`config.mk`:
```
export PLATFORM = sky130hd
export DESIGN_NAME = phy_strap_config_latch
export DESIGN_NICKNAME = d
export VERILOG_FILES = /design/src/include/strap_pkg.sv /design/src/cfg_word_reg.sv /design/src/phy_strap_config_latch.sv
export SDC_FILE = /design/constraint.sdc
export NUM_CORES = 1
export LEC_CHECK = 0
export BUFFER_PORTS_ARGS = -buffer_cell sky130_fd_sc_hd__buf_2
export CORE_UTILIZATION = 46
export DETAILED_ROUTE_END_ITERATION = 8
export PLACE_DENSITY = 0.76
export SYNTH_ARGS = -nofsm -noshare
export SYNTH_HDL_FRONTEND = slang
export SYNTH_SLANG_ARGS = --single-unit
```
`constraint.sdc`:
```
create_clock -name ref_clk -period 1.6 [get_ports ref_clk]
set_clock_uncertainty 0.05 [all_clocks]
set_input_delay 0.08 -clock ref_clk [delete_from_list [all_inputs] [get_ports ref_clk]]
set_output_delay 0.08 -clock ref_clk [all_outputs]
set_load 0.1 [all_outputs]
```
`src/include/strap_pkg.sv`:
```
// Purpose: shared constants for the strap configuration latch
// Assumes: 16-bit management words, word-indexed register port
// Notes:   pin indices select bits of the strap pin vectors
package strap_pkg;

  // strap pin positions within the pin vectors
  localparam int STRAP_PIN_COUNT = 13;
  localparam int PIN_ADDR0       = 0;
  localparam int PIN_ADDR1       = 1;
  localparam int PIN_ADDR2       = 2;
  localparam int PIN_MODE0       = 3;
  localparam int PIN_MODE1       = 4;
  localparam int PIN_MODE2       = 5;
  localparam int PIN_WAKE        = 6;
  localparam int PIN_ISOLATE     = 7;
  localparam int PIN_SPEED       = 8;
  localparam int PIN_DUPLEX      = 9;
  localparam int PIN_AUTONEG     = 10;
  localparam int PIN_UNIQUE0     = 11;
  localparam int PIN_GATE_TEST   = 12;

  // register word indices
  localparam logic [4:0] CTRL_IDX   = 5'h00;
  localparam logic [4:0] ADV_IDX    = 5'h04;
  localparam logic [4:0] SPEC_IDX   = 5'h16;
  localparam logic [4:0] STATUS_IDX = 5'h18;

  // control word bit positions
  localparam int CTRL_SPEED_BIT   = 13;
  localparam int CTRL_AUTONEG_BIT = 12;
  localparam int CTRL_ISOLATE_BIT = 10;
  localparam int CTRL_DUPLEX_BIT  = 8;

  // special word bit positions
  localparam int SPEC_WAKE_BIT    = 15;
  localparam int SPEC_UNIQUE0_BIT = 9;

  // reset values before the straps are taken
  localparam logic [15:0] CTRL_RST     = 16'h3100;
  localparam logic [15:0] ADV_RST      = 16'h01E1;
  localparam logic [15:0] SPEC_RST     = 16'h0000;
  localparam logic [15:0] ADV_100_MASK = 16'h0180;

  // interface mode codes and address layout
  localparam logic [2:0] MODE_NORMAL  = 3'b001;
  localparam logic [2:0] MODE_B2B     = 3'b101;
  localparam logic [1:0] ADDR_UPPER   = 2'b00;
  localparam logic [2:0] ADDR_DEFAULT = 3'b001;

endpackage : strap_pkg

```
`src/cfg_word_reg.sv`:
```
// Purpose: one 16-bit configuration word with strap load and software write
// Assumes: load and write never meet outside the single capture cycle
// Notes:   load wins over write in that cycle
`timescale 1ns/1ps
module cfg_word_reg #(
  parameter logic [15:0] RST_VAL = 16'h0000
) (
  input  wire logic        ref_clk,
  input  wire logic        sys_rst,
  input  wire logic        load_en,
  input  wire logic [15:0] load_val,
  input  wire logic        wr_en,
  input  wire logic [15:0] wr_data,
  output logic      [15:0] word_q
);

  logic [15:0] word_d;

  // next value: strap load, then software write
  always_comb begin
    word_d = word_q;
    if (load_en) begin
      word_d = load_val;
    end else if (wr_en) begin
      word_d = wr_data;
    end
  end

  // word storage
  always_ff @(posedge ref_clk) begin
    if (sys_rst) begin
      word_q <= RST_VAL;
    end else begin
      word_q <= word_d;
    end
  end

endmodule : cfg_word_reg

```
`src/phy_strap_config_latch.sv`:
```
// Purpose: capture board straps once after reset and hold them as configuration
// Assumes: pins are synchronous to ref_clk; sys_rst is synchronous, active high
// Notes:   register port is word indexed; read data follow one cycle later
`timescale 1ns/1ps
module phy_strap_config_latch (
  input  wire logic                                  ref_clk,
  input  wire logic                                  sys_rst,
  input  wire logic [strap_pkg::STRAP_PIN_COUNT-1:0] strap_pin_in,
  output logic      [strap_pkg::STRAP_PIN_COUNT-1:0] strap_pin_out,
  output logic      [strap_pkg::STRAP_PIN_COUNT-1:0] strap_pin_oe,
  input  wire logic [strap_pkg::STRAP_PIN_COUNT-1:0] func_out,
  input  wire logic [4:0]                            reg_addr,
  input  wire logic [15:0]                           reg_wdata,
  input  wire logic                                  reg_wr,
  input  wire logic                                  reg_rd,
  output logic      [15:0]                           reg_rdata,
  output logic      [4:0]                            mgmt_addr,
  output logic                                       bcast_addr_en,
  output logic                                       mode_normal,
  output logic                                       mode_b2b,
  output logic                                       mode_reserved,
  output logic                                       speed_100,
  output logic                                       autoneg_en,
  output logic                                       isolate_en,
  output logic                                       half_duplex,
  output logic                                       wake_out_en,
  output logic                                       gate_test_en,
  output logic                                       config_valid
);
  import strap_pkg::*;

  typedef enum logic {
    PH_SAMPLE = 1'b0,
    PH_RUN    = 1'b1
  } phase_type;

  phase_type   phase_q;
  phase_type   phase_d;
  logic        capture;
  logic [2:0]  addr_q;
  logic [2:0]  addr_d;
  logic [2:0]  mode_q;
  logic [2:0]  mode_d;
  logic        normal_q;
  logic        normal_d;
  logic        b2b_q;
  logic        b2b_d;
  logic        test_q;
  logic        test_d;
  logic [15:0] ctrl_q;
  logic [15:0] adv_q;
  logic [15:0] spec_q;
  logic [15:0] ctrl_load;
  logic [15:0] adv_load;
  logic [15:0] spec_load;
  logic        ctrl_wr;
  logic        adv_wr;
  logic        spec_wr;
  logic [15:0] rdata_d;
  logic [15:0] rdata_q;

  // address hit for one word, used by writes and reads
  function automatic logic word_hit(input logic [4:0] addr, input logic [4:0] idx);
    word_hit = (addr == idx);
  endfunction : word_hit

  // single capture cycle
  // the first cycle out of reset is the only one in the sample phase
  assign capture = (phase_q == PH_SAMPLE);

  // phase sequencing
  always_comb begin
    phase_d = phase_q;
    unique case (phase_q)
      PH_SAMPLE: begin
        phase_d = PH_RUN;
      end
      PH_RUN: begin
        phase_d = PH_RUN;
      end
    endcase
  end

  always_ff @(posedge ref_clk) begin
    if (sys_rst) begin
      phase_q <= PH_SAMPLE;
    end else begin
      phase_q <= phase_d;
    end
  end

  // mode decode at capture
  // latched straps kept outside the register words
  always_comb begin
    addr_d   = addr_q;
    mode_d   = mode_q;
    normal_d = normal_q;
    b2b_d    = b2b_q;
    test_d   = test_q;
    if (capture) begin
      addr_d   = {strap_pin_in[PIN_ADDR2], strap_pin_in[PIN_ADDR1], strap_pin_in[PIN_ADDR0]};
      mode_d   = {strap_pin_in[PIN_MODE2], strap_pin_in[PIN_MODE1], strap_pin_in[PIN_MODE0]};
      normal_d = (mode_d == MODE_NORMAL);
      b2b_d    = (mode_d == MODE_B2B);
      test_d   = ~strap_pin_in[PIN_GATE_TEST];
    end
  end

  always_ff @(posedge ref_clk) begin
    if (sys_rst) begin
      addr_q   <= ADDR_DEFAULT;
      mode_q   <= MODE_NORMAL;
      normal_q <= 1'b1;
      b2b_q    <= 1'b0;
      test_q   <= 1'b0;
    end else begin
      addr_q   <= addr_d;
      mode_q   <= mode_d;
      normal_q <= normal_d;
      b2b_q    <= b2b_d;
      test_q   <= test_d;
    end
  end

  // strap images for the three register words
  always_comb begin
    ctrl_load = CTRL_RST;
    adv_load  = ADV_RST;
    spec_load = SPEC_RST;
    ctrl_load[CTRL_SPEED_BIT] = strap_pin_in[PIN_SPEED];
    if (!strap_pin_in[PIN_SPEED]) begin
      adv_load = ADV_RST & ~ADV_100_MASK;
    end
    ctrl_load[CTRL_AUTONEG_BIT] = strap_pin_in[PIN_AUTONEG];
    ctrl_load[CTRL_ISOLATE_BIT] = strap_pin_in[PIN_ISOLATE];
    ctrl_load[CTRL_DUPLEX_BIT] = strap_pin_in[PIN_DUPLEX];
    spec_load[SPEC_WAKE_BIT] = strap_pin_in[PIN_WAKE];
    spec_load[SPEC_UNIQUE0_BIT] = strap_pin_in[PIN_UNIQUE0];
  end

  assign ctrl_wr = reg_wr && word_hit(reg_addr, CTRL_IDX);
  assign adv_wr  = reg_wr && word_hit(reg_addr, ADV_IDX);
  assign spec_wr = reg_wr && word_hit(reg_addr, SPEC_IDX);

  // words loaded only in capture cycle
  cfg_word_reg #(
    .RST_VAL (CTRL_RST)
  ) u_ctrl_word (
    .ref_clk  (ref_clk),
    .sys_rst  (sys_rst),
    .load_en  (capture),
    .load_val (ctrl_load),
    .wr_en    (ctrl_wr),
    .wr_data  (reg_wdata),
    .word_q   (ctrl_q)
  );

  cfg_word_reg #(
    .RST_VAL (ADV_RST)
  ) u_adv_word (
    .ref_clk  (ref_clk),
    .sys_rst  (sys_rst),
    .load_en  (capture),
    .load_val (adv_load),
    .wr_en    (adv_wr),
    .wr_data  (reg_wdata),
    .word_q   (adv_q)
  );

  cfg_word_reg #(
    .RST_VAL (SPEC_RST)
  ) u_spec_word (
    .ref_clk  (ref_clk),
    .sys_rst  (sys_rst),
    .load_en  (capture),
    .load_val (spec_load),
    .wr_en    (spec_wr),
    .wr_data  (reg_wdata),
    .word_q   (spec_q)
  );

  // read mux, unmapped words read zero
  always_comb begin
    rdata_d = 16'h0000;
    if (reg_rd) begin
      if (word_hit(reg_addr, CTRL_IDX)) begin
        rdata_d = ctrl_q;
      end else if (word_hit(reg_addr, ADV_IDX)) begin
        rdata_d = adv_q;
      end else if (word_hit(reg_addr, SPEC_IDX)) begin
        rdata_d = spec_q;
      end else if (word_hit(reg_addr, STATUS_IDX)) begin
        rdata_d = {2'b00, b2b_q, normal_q, test_q, bcast_addr_en, mode_q, config_valid,
                   1'b0, mgmt_addr};
      end
    end
  end

  always_ff @(posedge ref_clk) begin
    if (sys_rst) begin
      rdata_q <= 16'h0000;
    end else begin
      rdata_q <= rdata_d;
    end
  end

  assign reg_rdata = rdata_q;

  assign mgmt_addr     = {ADDR_UPPER, addr_q};
  // broadcast while the special word unique bit is clear, whether strap-loaded or last written
  assign bcast_addr_en = ~spec_q[SPEC_UNIQUE0_BIT];
  assign mode_normal   = normal_q;
  assign mode_b2b      = b2b_q;
  assign mode_reserved = ~normal_q & ~b2b_q;
  assign speed_100     = ctrl_q[CTRL_SPEED_BIT];
  assign autoneg_en    = ctrl_q[CTRL_AUTONEG_BIT];
  assign isolate_en    = ctrl_q[CTRL_ISOLATE_BIT];
  assign half_duplex   = ctrl_q[CTRL_DUPLEX_BIT];
  assign wake_out_en   = spec_q[SPEC_WAKE_BIT];
  assign gate_test_en  = test_q;
  assign config_valid  = (phase_q == PH_RUN);

  genvar gi;
  generate
    for (gi = 0; gi < STRAP_PIN_COUNT; gi++) begin : g_pin
      assign strap_pin_oe[gi]  = (phase_q == PH_RUN);
      assign strap_pin_out[gi] = (phase_q == PH_RUN) & func_out[gi];
    end
  endgenerate
endmodule : phy_strap_config_latch

```
======== Word-level counts from Yosys, hierarchy flattened ========
Cells that the tools add are included.
word-level totals
  bits of input ports ..................... 51
  output and inout bits ................... 58
  register bits after elaboration ......... 74
cells by class
  equal/unequal tests ..................... 8
  bitwise operators ....................... 20
  mux-type cells .......................... 12
  reduce and logical (&&, ||, !) cells .... 6
operators by type and width
  kind                                                  number
  2-to-1 mux 16 bit                                     7
  2-to-1 mux 14 bit                                     3
  bitwise AND 1 bit                                     14
  equality test 5 bit (second input constant)           2
  2-to-1 mux 9 bit                                      1
  != test 2 x 1 -> 1 bit (second input constant)        3
  NOT 1 bit                                             6
  equality test 5 x 3 -> 1 bit (second input constant)  1
  zero test 5 bit                                       1
  OR reduction 2 bit                                    2
  equality test 3 x 1 -> 1 bit (second input constant)  1
  equality test 3 bit (second input constant)           1
  logical AND 1 bit                                     3
  2-to-1 mux 1 bit                                      1

======== Depth between registers and ports, before layout ========
  depth in word-level cells ............... 5
  mapped depth ............................ 6
  mapped depth without buffers ............ 3

======== Modules after synthesis ========
Synthesis repeated with hierarchy kept, for this count alone.
unflattened totals
  cells, all modules ...................... 402
  area, all modules ....................... 3882.5 sq um
by module, submodules not included
  module                      seq. area each (sq um)  area an instance (sq um)  cells an instance  times used
  phy_strap_config_latch      520.5                   1572.8                    187                1
  cfg_word_reg (u_spec_word)  320.3                   805.8                     71                 1
  cfg_word_reg (u_ctrl_word)  320.3                   753.2                     72                 1
  cfg_word_reg (u_adv_word)   320.3                   750.7                     72                 1

======== Worst setup path after synthesis ========
Ideal clock, no wire load.
  path type ............................... register to output
  from .................................... register phase_q, in the netlist config_valid
  to ...................................... output strap_pin_out[10] (netlist name)
  arrival time ............................ 2.561 ns
  slack ................................... -1.091 ns
  cell stages (with the launch flop) ...... 4
  cell sequence ........................... dfxtp_1 > clkbuf_1 > clkbuf_1 > and2_1
between the ends
  cells in the longest elaborated chain, start to end .. 1
ends and longest elaborated chain
  item                    RTL line                       text
  start, declared         phy_strap_config_latch.sv:37   phase_type phase_q;
  start signal, assigned  phy_strap_config_latch.sv:88   phase_q <= phase_d;
  bitwise AND 1 bit       phy_strap_config_latch.sv:227  assign strap_pin_out[gi] = (phase_q == PH_RUN) & func_out[gi];
  end, declared           phy_strap_config_latch.sv:9    output logic [strap_pkg::STRAP_PIN_COUNT-1:0] strap_pin_out,
No other way between the ends.

======== Worst setup path in the final report ========
  from .................................... register phase_q, in the netlist config_valid
  to ...................................... output strap_pin_out[12] (netlist name)
The elaborated chain is that of the path after synthesis.

==> metrics.md <==
| Metric | Value |
|---|---|
| Worst vdd ir | `0.561 mV` |
| Worst R2R Path Depth | `3` |
| RSZ-0062 raised after global routing | `false` |
| FF-to-FF Start | `config_valid` |
| Root Buffer | `clkbuf_8` |
| Kind of end point of the critical path | `output pin` |
| Endpoints failing setup | `0` |
| HP Start | `strap_pin_in[8]` |
| Flop pwr share | `43.3%` |
| Worst Hold Class | `in2reg` |
| Initial antenna violation count | `0` |
| Vias in the first global route | `3643` |
| Placed Cells | `592` |
| Io pins | `109` |
| CTS Buffer Depth | `2` |
| Mean Syn Cell Area | `8.41 um2` |
| Antenna viol nets, final | `0` |
| Final #Nets | `581` |
| Final-report hold violation count | `0` |
| GP Congestion | `0.890` |
| Later-pin clock latency in the skew report | `0.36 ns` |
| Port Buf Inserts | `106` |
| Fmax | `657 MHz` |
| Clock Sinks | `74` |
| Tot Pwr | `4390 uW` |
| Starting Density | `48.0%` |
| All-Layer GR Usage | `29.1%` |
| Fin crit share | `95.2%` |
| Worst slack, placed | `0.0578 ns` |
| WHS Path Cells | `3` |
| Crit-path max FO | `34` |
| Worst Setup Start Kind | `flop` |
| Global-route wire length before repair | `17400 um` |
| Switching Share | `34.3%` |
| Sequential fraction of the synthesis area | `42.3%` |
| Synth top area share | `42.3%` |
| Worst reg2reg path endpoint | `u_ctrl_word.word_q[8]` |
| Static Leak | `0.00198 uW` |
| Area leader, netlist | `dfxtp_1` |
| DIE HEIGHT | `89.2 um` |
| DP HPWL | `7310 um` |
| Row count | `31` |
| Routed vias | `3717` |
| Seq cells post-synth | `74` |
| DR WL/cell | `17.3 um` |
| Pwr Density | `878 mW/mm2` |
| Worst Setup Path Type | `reg2out` |
| Power share of the combinational group | `25.2%` |
| Core box area | `0.00729 mm2` |
| Mapped Area | `0.00350 mm2` |
| Gr ovfl total | `0` |
| Area delta synth->final | `43.1%` |
| DRC violations left | `0` |
| CTS tree | `yes` |
| Fin cells | `634` |
| Largest net degree at the start of global routing | `38` |
| H-tree Lvls | `3` |
| Top cells by count, synth | `dfxtp_1 (74), nand3_1 (46), a21oi_1 (45), o21ai_0 (43), clkbuf_1 (30)` |
| R2r setup slk | `0.28 ns` |
| Setup ws final | `0.0773 ns` |
| Netlist cell types | `38` |
| Post-Synthesis Cells | `416` |
| NetSw | `1510 uW` |
| Total CTS buffers | `9` |
| Most common cell in the synthesized netlist | `dfxtp_1` |
| Tmin final | `1.52 ns` |
| Maximum capacitance violations | `0` |
| Hold Path End | `u_adv_word.word_q[7]` |
| Clock share of power | `31.5%` |
| DRT Wirelength | `11000 um` |
| Setup TNS | `0 ns` |
| EDFF count, synth | `0` |
| # diodes | `0` |
| Status | `finished, final reports clean` |
| Ys Warns | `0` |
| Layout cells sized above 1 | `32.3%` |
| Critical Path AT | `1.39 ns` |
| Reg clk slew, reported paths | `0.09 ns` |
| Asr flop ratio synth | `0%` |
| Drt first pass iters | `5` |
| Top_reg_cell synth | `dfxtp_1` |
| Die Footprint | `0.00796 mm2` |
| Synth top area cells | `dfxtp_1 (42%), nand3_1 (6.6%), a21oi_1 (6.4%)` |
| Worst hold margin | `0.0236 ns` |
| Die W | `89.2 um` |
| Internal | `2890 uW` |
| DRT iter0 DRCs | `405` |
| CP required | `1.47 ns` |
| Max Transition Viols Final | `0` |
| Vias per cell | `5.86` |
## worst max-delay path by stage
stage	from	end	slack, ns	depth (start not counted)
after floorplan	config_valid	strap_pin_out[0]	-0.05	3
after global placement	reg_addr[0]	reg_rdata[3]	0.08	5
after detailed placement	reg_addr[0]	reg_rdata[15]	0.06	5
after CTS	config_valid	strap_pin_out[12]	0.07	3
after global routing	config_valid	strap_pin_out[2]	0.009	3
final	config_valid	strap_pin_out[12]	0.08	3
## flip-flops by register name, indices dropped and copies added, names as in the netlist
name / cells
mode_b2b: 1
gate_test_en: 1
u_spec_word.word_q: 16
mode_normal: 1
mode_q: 3
u_ctrl_word.word_q: 16
reg_rdata: 16
addr_q: 3
u_adv_word.word_q: 16
config_valid: 1
## final cells by class
cell class | instances | area, um2
fill | 557 | 2280
multi-input combinational | 268 | 1710
sequential | 74 | 1490
timing repair buffer | 158 | 1430
clock buffer | 11 | 151
tap | 99 | 124
inverter | 19 | 71.3
clock inverter | 5 | 36.3
## layout by cell type (no fill, tap or decap), drive strengths merged, types with 5 or more instances in the layout
master and count:
a21oi 45, clkbuf 11, nor3 11, nor2 14
nor3b 6, dfxtp 74, o221a 16, o21ai 43
buf 132, dlygate4sd3 26, nand2 5, nor2b 15
mux2i 5, o32ai 11, and2 13, and4b 11
nand3 46, inv 21, a211oi 5
## power groups by stage
stage	logic, uW	registers [uW]	clock network [uW]
finish	1110	1900	1390
global route	1150	1900	1480
CTS	1100	1900	1400
detailed placement	1050	1940	0
global placement	1040	1940	0
floorplan	549	2100	0
## worst max-delay path, stage by stage, from the launching register on
cell,delay [ns]
dfxtp_4,0.39
buf_6,0.26
and2_4,0.21
buf_12,0.16
## per-stage QoR
| stage | area (um2) | util (%) |
|---|---|---|
| 6_report | 5010 | 68.7 |
| 5_1_grt | 5010 | 68.7 |
| 4_1_cts | 5010 | 68.7 |
| 3_5_place_dp | 4560 | 62.5 |
| 3_3_place_gp | 4560 | 62.5 |
| 2_1_floorplan | 3550 | - |
## kinds of logic after synthesis
group                  share of synthesized area (%)
AOI/OAI and AO/OA                               23.3
DFF                                             42.3
other                                          0.107
and+or+nand+nor                                 22.6
buffers and inverters                           10.3
muxes                                           1.43
## layer usage
layer  GRT usage (%)  vias up  routed length [um]
li1                -     1718                   -
met1            34.2     1734                4330
met2            49.0      228                5300
met3            9.60       37                1080
met4            11.5        0                 259
met5               0        -                   0
## repair_timing
item                                   in CTS  in global routing
resized for setup                           1                  0
endpoints found under the hold margin      51                  0
setup endpoints to repair                  13                  0
hold buffers                               26                  0
setup buffers                               0                  0
(Power assumes the default switching activity.)
